--- config.mk ---
export PLATFORM = sky130hd
export DESIGN_NAME = nsm_top
export DESIGN_NICKNAME = d
export VERILOG_FILES = /design/src/hdl/nsm_pkg.sv /design/src/hdl/nsm_dec_if.sv /design/src/hdl/nsm_top.sv /design/src/hdl/nsm_decode.sv
export VERILOG_INCLUDE_DIRS = /design/src /design/src/hdl
export SDC_FILE = /design/constraint.sdc
export NUM_CORES = 1
export LEC_CHECK = 0
export BUFFER_PORTS_ARGS = -buffer_cell sky130_fd_sc_hd__buf_2
export CAP_MARGIN = 20
export CORE_MARGIN = 8
export CORE_UTILIZATION = 47
export CTS_BUF_LIST = sky130_fd_sc_hd__clkbuf_16
export CTS_CLUSTER_DIAMETER = 60
export CTS_CLUSTER_SIZE = 40
export DETAILED_ROUTE_END_ITERATION = 10
export MAX_ROUTING_LAYER = met4
export PLACE_DENSITY = 0.79
export SLEW_MARGIN = 20
export SYNTH_ARGS = -nofsm -noshare
export SYNTH_HDL_FRONTEND = slang
export SYNTH_SLANG_ARGS = --single-unit
--- constraint.sdc ---
create_clock -name CLK -period 2.17 [get_ports CLK]
set_input_delay 0.434 -clock CLK [delete_from_list [all_inputs] [get_ports CLK]]
set_output_delay 0.434 -clock CLK [all_outputs]
set_load 0.1 [all_outputs]
--- src/hdl/nsm_consts.svh ---
// Opcode, flag position and cycle count constants for the nibble swap and mask test unit
`ifndef NSM_CONSTS_SVH
`define NSM_CONSTS_SVH
`define NSM_OP_SWAP_R    8'hf0
`define NSM_OP_SWAP_IR   8'hf1
`define NSM_OP_IMT_RR_W  8'h62
`define NSM_OP_IMT_RIR_W 8'h63
`define NSM_OP_IMT_RR    8'h64
`define NSM_OP_IMT_RIR   8'h65
`define NSM_OP_IMT_RIM   8'h66
`define NSM_FLAG_C       7
`define NSM_FLAG_Z       6
`define NSM_FLAG_S       5
`define NSM_FLAG_V       4
`define NSM_FLAG_D       3
`define NSM_FLAG_H       2
`define NSM_SIGN_BIT     7
`define NSM_BYTE_ZERO    8'h00
`define NSM_FLAGS_RST    8'h00
`define NSM_LEN_2        2'h2
`define NSM_LEN_3        2'h3
`define NSM_CYC_4        3'h4
`define NSM_CYC_6        3'h6
`define NSM_CYC_ONE      3'h1
`define NSM_CYC_NONE     3'h0
`endif

--- src/hdl/nsm_pkg.sv ---
// Types shared by the nibble swap and mask test unit
package nsm_pkg;
  typedef enum logic [1:0] {NSM_IDLE, NSM_BUSY, NSM_DONE} nsm_state_t;
  typedef enum logic [1:0] {NSM_K_NONE, NSM_K_SWAP, NSM_K_IMT} nsm_kind_t;
endpackage

--- src/hdl/nsm_dec_if.sv ---
// Decode result carried from the opcode decoder to the execution top
`timescale 1ns/1ps
interface nsm_dec_if;
  nsm_pkg::nsm_kind_t kind;
  logic [1:0]         len;
  logic [2:0]         cycles;
  modport dec (output kind, output len, output cycles);
  modport use_side (input kind, input len, input cycles);
endinterface

--- src/hdl/nsm_top.sv ---
// Execution unit for nibble swap and inverted mask test instructions
`timescale 1ns/1ps
`include "nsm_consts.svh"
module nsm_top (
  // Clock and reset
  input  wire logic       CLK,
  input  wire logic       SRST,
  // Instruction issue from decoder; operands already fetched
  input  wire logic       START,
  input  wire logic [7:0] OPCODE,
  input  wire logic [7:0] DST_IN,
  input  wire logic [7:0] SRC_IN,
  input  wire logic [7:0] FLAGS_IN,
  // Results
  output logic            BUSY,
  output logic            DONE,
  output logic            ACCEPT,
  output logic [1:0]      LEN,
  output logic [2:0]      CYCLES,
  output logic            WR_EN,
  output logic [7:0]      WR_DATA,
  output logic [7:0]      FLAGS_OUT
);
  // Timing seen by the core: an issue is taken on the edge that samples START,
  // ACCEPT and the results show one cycle later, and DONE, with WR_EN for a swap only, shows
  // when the instruction's cycle count has run out. One idle cycle follows
  // DONE, so the earliest next issue is one cycle after the DONE pulse.

  // Decode result travels over the interface so its three fields stay together
  nsm_dec_if dif ();

  nsm_decode u_dec (
    .opcode (OPCODE),
    .d      (dif.dec)
  );

  // Sequencer state
  nsm_pkg::nsm_state_t st_q, st_d;
  logic [2:0]          cnt_q, cnt_d;
  logic                busy_q, busy_d;
  logic                done_q, done_d;
  logic                kind_swap_q, kind_swap_d;

  // Result registers, each one seen directly at a port
  logic                acc_q, acc_d;
  logic [1:0]          len_q, len_d;
  logic [2:0]          cyc_q, cyc_d;
  logic                wr_q, wr_d;
  logic [7:0]          wd_q, wd_d;
  logic [7:0]          fl_q, fl_d;

  // Combinational values of the issue cycle
  logic                take;
  logic [7:0]          swp;
  logic [7:0]          tst;

  // Flags after a swap; carry and overflow keep their old value, which is
  // allowed because software must treat them as undefined after a swap
  function automatic logic [7:0] swap_flags(input logic [7:0] res, input logic [7:0] fin);
    logic [7:0] f;
    f              = fin;
    f[`NSM_FLAG_Z] = (res == `NSM_BYTE_ZERO);
    f[`NSM_FLAG_S] = res[`NSM_SIGN_BIT];
    return f;
  endfunction

  // Flags after an inverted mask test; zero and sign follow the result, overflow always clears, the rest keep
  function automatic logic [7:0] mask_flags(input logic [7:0] res, input logic [7:0] fin);
    logic [7:0] f;
    f              = fin;
    f[`NSM_FLAG_Z] = (res == `NSM_BYTE_ZERO);
    f[`NSM_FLAG_S] = res[`NSM_SIGN_BIT];
    f[`NSM_FLAG_V] = 1'b0;
    return f;
  endfunction

  // An issue is taken only from idle and only for an opcode the decoder knows;
  // anything else is dropped without an accept pulse
  assign take = START && (st_q == nsm_pkg::NSM_IDLE) && (dif.kind != nsm_pkg::NSM_K_NONE);

  // Both results formed from the operands of the issue cycle
  assign swp = {DST_IN[3:0], DST_IN[7:4]};
  assign tst = (~DST_IN) & SRC_IN;

  // Sequencer next state: counts the instruction's cycles down after issue.
  // Results are latched at issue, so the core may change the operands while
  // the unit is busy without disturbing the outcome.
  always_comb
  begin
    st_d        = st_q;
    cnt_d       = cnt_q;
    kind_swap_d = kind_swap_q;
    done_d      = 1'b0;
    unique case (st_q)
      nsm_pkg::NSM_IDLE:
      begin
        if (take)
        begin
          cnt_d       = dif.cycles - `NSM_CYC_ONE;
          kind_swap_d = (dif.kind == nsm_pkg::NSM_K_SWAP);
          st_d        = nsm_pkg::NSM_BUSY;
        end
      end
      nsm_pkg::NSM_BUSY:
      begin
        cnt_d = cnt_q - `NSM_CYC_ONE;
        // Last busy cycle: the end pulses go out on the next edge
        if (cnt_q == `NSM_CYC_ONE)
        begin
          st_d   = nsm_pkg::NSM_DONE;
          done_d = 1'b1;
        end
      end
      nsm_pkg::NSM_DONE:
      begin
        // One spare cycle lets the register file settle the writeback
        // before the next issue can be taken
        st_d = nsm_pkg::NSM_IDLE;
      end
      default:
      begin
        st_d = nsm_pkg::NSM_IDLE; // Unused state code falls back to idle
      end
    endcase
    // Busy registered from the next state so the port needs no decode
    busy_d = (st_d == nsm_pkg::NSM_BUSY);
  end

  // Result next values: length, cycles, data and flags formed once at issue, then held until the next issue.
  // Only the swap writes back; the mask test leaves both operands alone.
  always_comb
  begin
    acc_d = take;
    len_d = len_q;
    cyc_d = cyc_q;
    wd_d  = wd_q;
    fl_d  = fl_q;
    // Write strobe rides with the completion pulse of a swap
    wr_d  = done_d && kind_swap_q;
    if (take)
    begin
      len_d = dif.len;
      cyc_d = dif.cycles;
      if (dif.kind == nsm_pkg::NSM_K_SWAP)
      begin
        wd_d = swp;
        fl_d = swap_flags(swp, FLAGS_IN);
      end
      else
      begin
        wd_d = DST_IN;                    // Operand kept intact; never written back
        fl_d = mask_flags(tst, FLAGS_IN);
      end
    end
  end

  // Sequencer registers
  always_ff @(posedge CLK)
  begin
    if (SRST)
    begin
      st_q        <= nsm_pkg::NSM_IDLE;
      cnt_q       <= `NSM_CYC_NONE;
      busy_q      <= 1'b0;
      done_q      <= 1'b0;
      kind_swap_q <= 1'b0;
    end
    else
    begin
      st_q        <= st_d;
      cnt_q       <= cnt_d;
      busy_q      <= busy_d;
      done_q      <= done_d;
      kind_swap_q <= kind_swap_d;
    end
  end

  // Result registers; reset shows a two-byte length and clear flags
  always_ff @(posedge CLK)
  begin
    if (SRST)
    begin
      acc_q <= 1'b0;
      len_q <= `NSM_LEN_2;
      cyc_q <= `NSM_CYC_NONE;
      wr_q  <= 1'b0;
      wd_q  <= `NSM_BYTE_ZERO;
      fl_q  <= `NSM_FLAGS_RST;
    end
    else
    begin
      acc_q <= acc_d;
      len_q <= len_d;
      cyc_q <= cyc_d;
      wr_q  <= wr_d;
      wd_q  <= wd_d;
      fl_q  <= fl_d;
    end
  end

  // Every output comes straight from a register, so the core sees no glitches
  assign BUSY      = busy_q;
  assign DONE      = done_q;
  assign ACCEPT    = acc_q;
  assign LEN       = len_q;
  assign CYCLES    = cyc_q;
  assign WR_EN     = wr_q;
  assign WR_DATA   = wd_q;
  assign FLAGS_OUT = fl_q;
endmodule

--- src/hdl/nsm_decode.sv ---
// Opcode decoder giving kind, length and cycle count
`timescale 1ns/1ps
`include "nsm_consts.svh"
module nsm_decode (
  // Opcode in
  input  wire logic [7:0] opcode,
  // Decode out
  nsm_dec_if.dec          d
);
  // Plain table; unknown opcodes report no kind so the top ignores them
  always_comb
  begin
    d.kind   = nsm_pkg::NSM_K_NONE;
    d.len    = `NSM_LEN_2;
    d.cycles = `NSM_CYC_NONE;
    unique case (opcode)
      `NSM_OP_SWAP_R:
      begin
        d.kind   = nsm_pkg::NSM_K_SWAP;
        d.cycles = `NSM_CYC_4;
      end
      `NSM_OP_SWAP_IR:
      begin
        d.kind   = nsm_pkg::NSM_K_SWAP;
        d.cycles = `NSM_CYC_4;
      end
      `NSM_OP_IMT_RR_W:
      begin
        d.kind   = nsm_pkg::NSM_K_IMT;
        d.cycles = `NSM_CYC_4;
      end
      `NSM_OP_IMT_RIR_W:
      begin
        d.kind   = nsm_pkg::NSM_K_IMT;
        d.cycles = `NSM_CYC_6;
      end
      `NSM_OP_IMT_RR:
      begin
        d.kind   = nsm_pkg::NSM_K_IMT;
        d.len    = `NSM_LEN_3;
        d.cycles = `NSM_CYC_6;
      end
      `NSM_OP_IMT_RIR:
      begin
        d.kind   = nsm_pkg::NSM_K_IMT;
        d.len    = `NSM_LEN_3;
        d.cycles = `NSM_CYC_6;
      end
      `NSM_OP_IMT_RIM:
      begin
        d.kind   = nsm_pkg::NSM_K_IMT;
        d.len    = `NSM_LEN_3;
        d.cycles = `NSM_CYC_6;
      end
      default: ;
    endcase
  end
endmodule

==> metrics.cfg <==
[critical_path]
path_delay_family = simple AND/OR/NAND/NOR gates
critPathKind = reg2reg
cp-start-kind = register
cp_max_fo = 13
critPathSlowestCell = and2_1
crit_buf_inv = 1
worstPathArrival_ns = 2.03
crit_required_ns = 2.37
rr_endpoint = FLAGS_OUT[2]$_SDFFE_PP0P_
r2r_setup_slack_ns = 0.34
crit_path_cell_trace = nor3b_1 -> and2_1 -> buf_4 -> nand3_1 -> a21oi_1
crit_path_end_kind = register
r2r_start = st_q[0]$_SDFF_PP0_
rr_worst_depth = 5
slowest_delay_ns = 0.53

[cells_and_area]
layout-drive-gt1-share_pct = 31.4
diodes = 0
final_nets = 259
nFillCells = 265
syn_to_final_growth_pct = 31.5
post-route-util_pct = 62.8
final_area_um2 = 1850

[sta]
finalHoldViolations = 0
period_share_pct = 84.1
finalWorstSetupSlack_ns = 0.344
slew_violations = 0
setup-tns-final_ns = 0
rsz0062_at_grt = false
setup_viol = 0
worst_pin_slew_ns = 0.914
skew_ns = 0.00354
min_period_ns = 1.83
max_freq_ghz = 0.548
slew_headroom_pct = 38.8

[cts]
cts_buffer_depth = 2
cts_htree_levels = 2
cts-resized-gates = 0
numClockSinks = 29
post_cts_buffers = 0
holdBufCountCts = 0
cts_tree = built
cts_root_buf = clkbuf_16
path_clk_slew_ns = 0.05
clock_latency_ns = 0.28
cts_buffers = 5

[placed_design]
io_buffers = 55
gp_congestion = 0.760
hpwlAfterDp_um = 2710
place_area_um2 = 1690
dp_slack_ns = 0.0737

[yosys]
yosysTopAreaCell = dfxtp_1
yosys_warnings = 0
avgSynthCellArea_um2 = 8.39
syn_nets = 205
ys_types = 39
synth_top_area_share_pct = 41.2
synthTopCellsByArea = dfxtp_1, a21oi_1, nand2_1
synthArstFlopShare_pct = 0
synth_area_um2 = 1410
synth-seq-area-share_pct = 41.2
ys.flop_type = dfxtp_1
yosys_register_bits = 29
synth_edf_count = 0
syn_inst = 168

[route]
wirelength_um = 3650
route.detailed.drc = 0
ant_nets = 0
vias_per_cell = 5.49
wl_per_cell_um = 14.3
vias = 1405
drtIter0Drc = 106
firstDrtPassIters = 4

[floorplan]
num_rows = 20
die_x_um = 70.8
coreArea_um2 = 2950
die_area_um2 = 5010
ios = 60
start_util_pct = 47.7
dieHeight_um = 70.8

[power_and_ir_drop]
p_seq_share_pct = 37.3
power_mw = 1.46
p_comb_share_pct = 10.8
p_per_area_nw_per_um2 = 786
p_int_mw = 1.12
swShare_pct = 23.0
p_sw_mw = 0.335
clkPwrFrac_pct = 52.0
vdd_ir_drop_max_mv = 0.522
cellLeakagePower_nw = 0.792

[worst_hold_path]
hold_depth = 3
min-delay-path-class = in2reg
min_to = FLAGS_OUT[1]$_SDFFE_PP0P_
hp-start = FLAGS_IN[1]

[global_routing]
grt_remaining_overflow = 0
grt_pass1_vias = 1393
grt_pass1_wl_um = 6170
antenna_found_initial = 0
groute.usage.overall_pct = 15.6
grt_max_degree = 29

[run]
cap_violations = 0

[status]
status = finished clean

-- area by class of cell --
class | count | area, um2 | area share [%]
Clock buffer | 5 | 125 | 6.75
Clock inverter | 3 | 37.5 | 2.03
Inverter | 5 | 18.8 | 1.01
Multi-Input combinational cell | 122 | 744 | 40.2
Sequential cell | 29 | 581 | 31.3
Tap cell | 33 | 41.3 | 2.23
Timing Repair Buffer | 59 | 305 | 16.5
-- worst max-delay path by stage --
stage          slack (ns)  depth (start not counted)          startpoint                         to
2_1_floorplan        0.53                          6               START    WR_DATA[6]$_SDFFE_PP0P_
3_3_place_gp         0.11                          5           OPCODE[2]         st_q[0]$_SDFF_PP0_
3_5_place_dp         0.07                          5           OPCODE[2]    WR_DATA[6]$_SDFFE_PP0P_
4_1_cts              0.37                          5  st_q[0]$_SDFF_PP0_  FLAGS_OUT[2]$_SDFFE_PP0P_
5_1_grt              0.16                          5  st_q[0]$_SDFF_PP0_  FLAGS_OUT[2]$_SDFFE_PP0P_
6_report             0.34                          5  st_q[0]$_SDFF_PP0_  FLAGS_OUT[2]$_SDFFE_PP0P_
-- per-stage QoR --
step                      cells  hold WS (ns)
after global routing        256         0.408
final                       256         0.409
after global placement      248         0.437
after floorplan             168         0.423
after detailed placement    248         0.453
after CTS                   256         0.410
-- worst register-to-register path, stage by stage (launching register included) --
cell and delay, ns:
dfxtp_1 0.33, nor3b_1 0.43, and2_1 0.53, buf_4 0.23
nand3_1 0.07, a21oi_1 0.16
-- synthesized netlist by cell type (2+ instances only) --
| library cell | number |
|---|---|
| nor2b_1 | 9 |
| inv_1 | 5 |
| ha_1 | 2 |
| nand2_1 | 22 |
| nand3_1 | 8 |
| a311oi_1 | 9 |
| dfxtp_1 | 29 |
| and3b_1 | 2 |
| conb_1 | 2 |
| buf_4 | 2 |
| nor3_1 | 2 |
| or4_1 | 3 |
| clkbuf_1 | 5 |
| o21ai_0 | 10 |
| a2111oi_0 | 2 |
| a31oi_1 | 3 |
| a21oi_1 | 21 |
| a211oi_1 | 3 |
| buf_2 | 3 |
| nand2b_1 | 2 |
| nor2_1 | 5 |
| and2_1 | 2 |
-- layout by cell type (no fill, tap or decap), types with 2 or more instances in the layout --
cell type	Yosys	final
dfxtp_1	29	29
nor2_1	5	5
nand2_1	22	22
buf_2	3	55
buf_4	2	4
nand2b_1	2	2
o21ai_0	10	10
a211oi_1	3	3
a21oi_1	21	21
and3b_1	2	2
nor3_1	2	2
and2_1	2	2
nor2b_1	9	9
clkbuf_16	0	5
conb_1	2	2
or4_1	3	3
a311oi_1	9	9
inv_1	5	6
a2111oi_0	2	2
nand3_1	8	8
a31oi_1	3	3
ha_1	2	2
-- registers in the layout, indices dropped and copies added, names as in the netlist --
name         count
ACCEPT           1
BUSY             1
CYCLES           2
DONE             1
FLAGS_OUT        8
LEN              1
WR_DATA          8
WR_EN            1
cnt_q            3
kind_swap_q      1
st_q             2
-- layer usage --
metal  up-vias  share of wire (%)  global-route usage (%)
met3         6                7.0                    4.94
met4         0                1.3                    8.78
met2        46                 44                    23.1
met5         -                  0                       -
met1       633                 47                    18.3
li1        720                  -                       -
-- kinds of logic after synthesis --
| group | count (synthesis) | share of synthesized area (%) |
|---|---|---|
| other cells | 2 | 0.533 |
| simple gates | 62 | 23.4 |
| flops | 29 | 41.2 |
| buf+inv | 17 | 5.95 |
| xor+xnor | 1 | 0.622 |
| compound gates | 55 | 26.6 |
| fa+ha+maj | 2 | 1.78 |
-- power by group through the flow --
| stage | clock, mW | sequential [mW] | combinational [mW] |
|---|---|---|---|
| 4_1_cts | 0.760 | 0.542 | 0.156 |
| 3_3_place_gp | 0 | 0.553 | 0.155 |
| 5_1_grt | 0.788 | 0.542 | 0.170 |
| 3_5_place_dp | 0 | 0.553 | 0.156 |
| 6_report | 0.756 | 0.542 | 0.157 |
| 2_1_floorplan | 0 | 0.580 | 0.0791 |
Power figures use the tool's default switching activity.
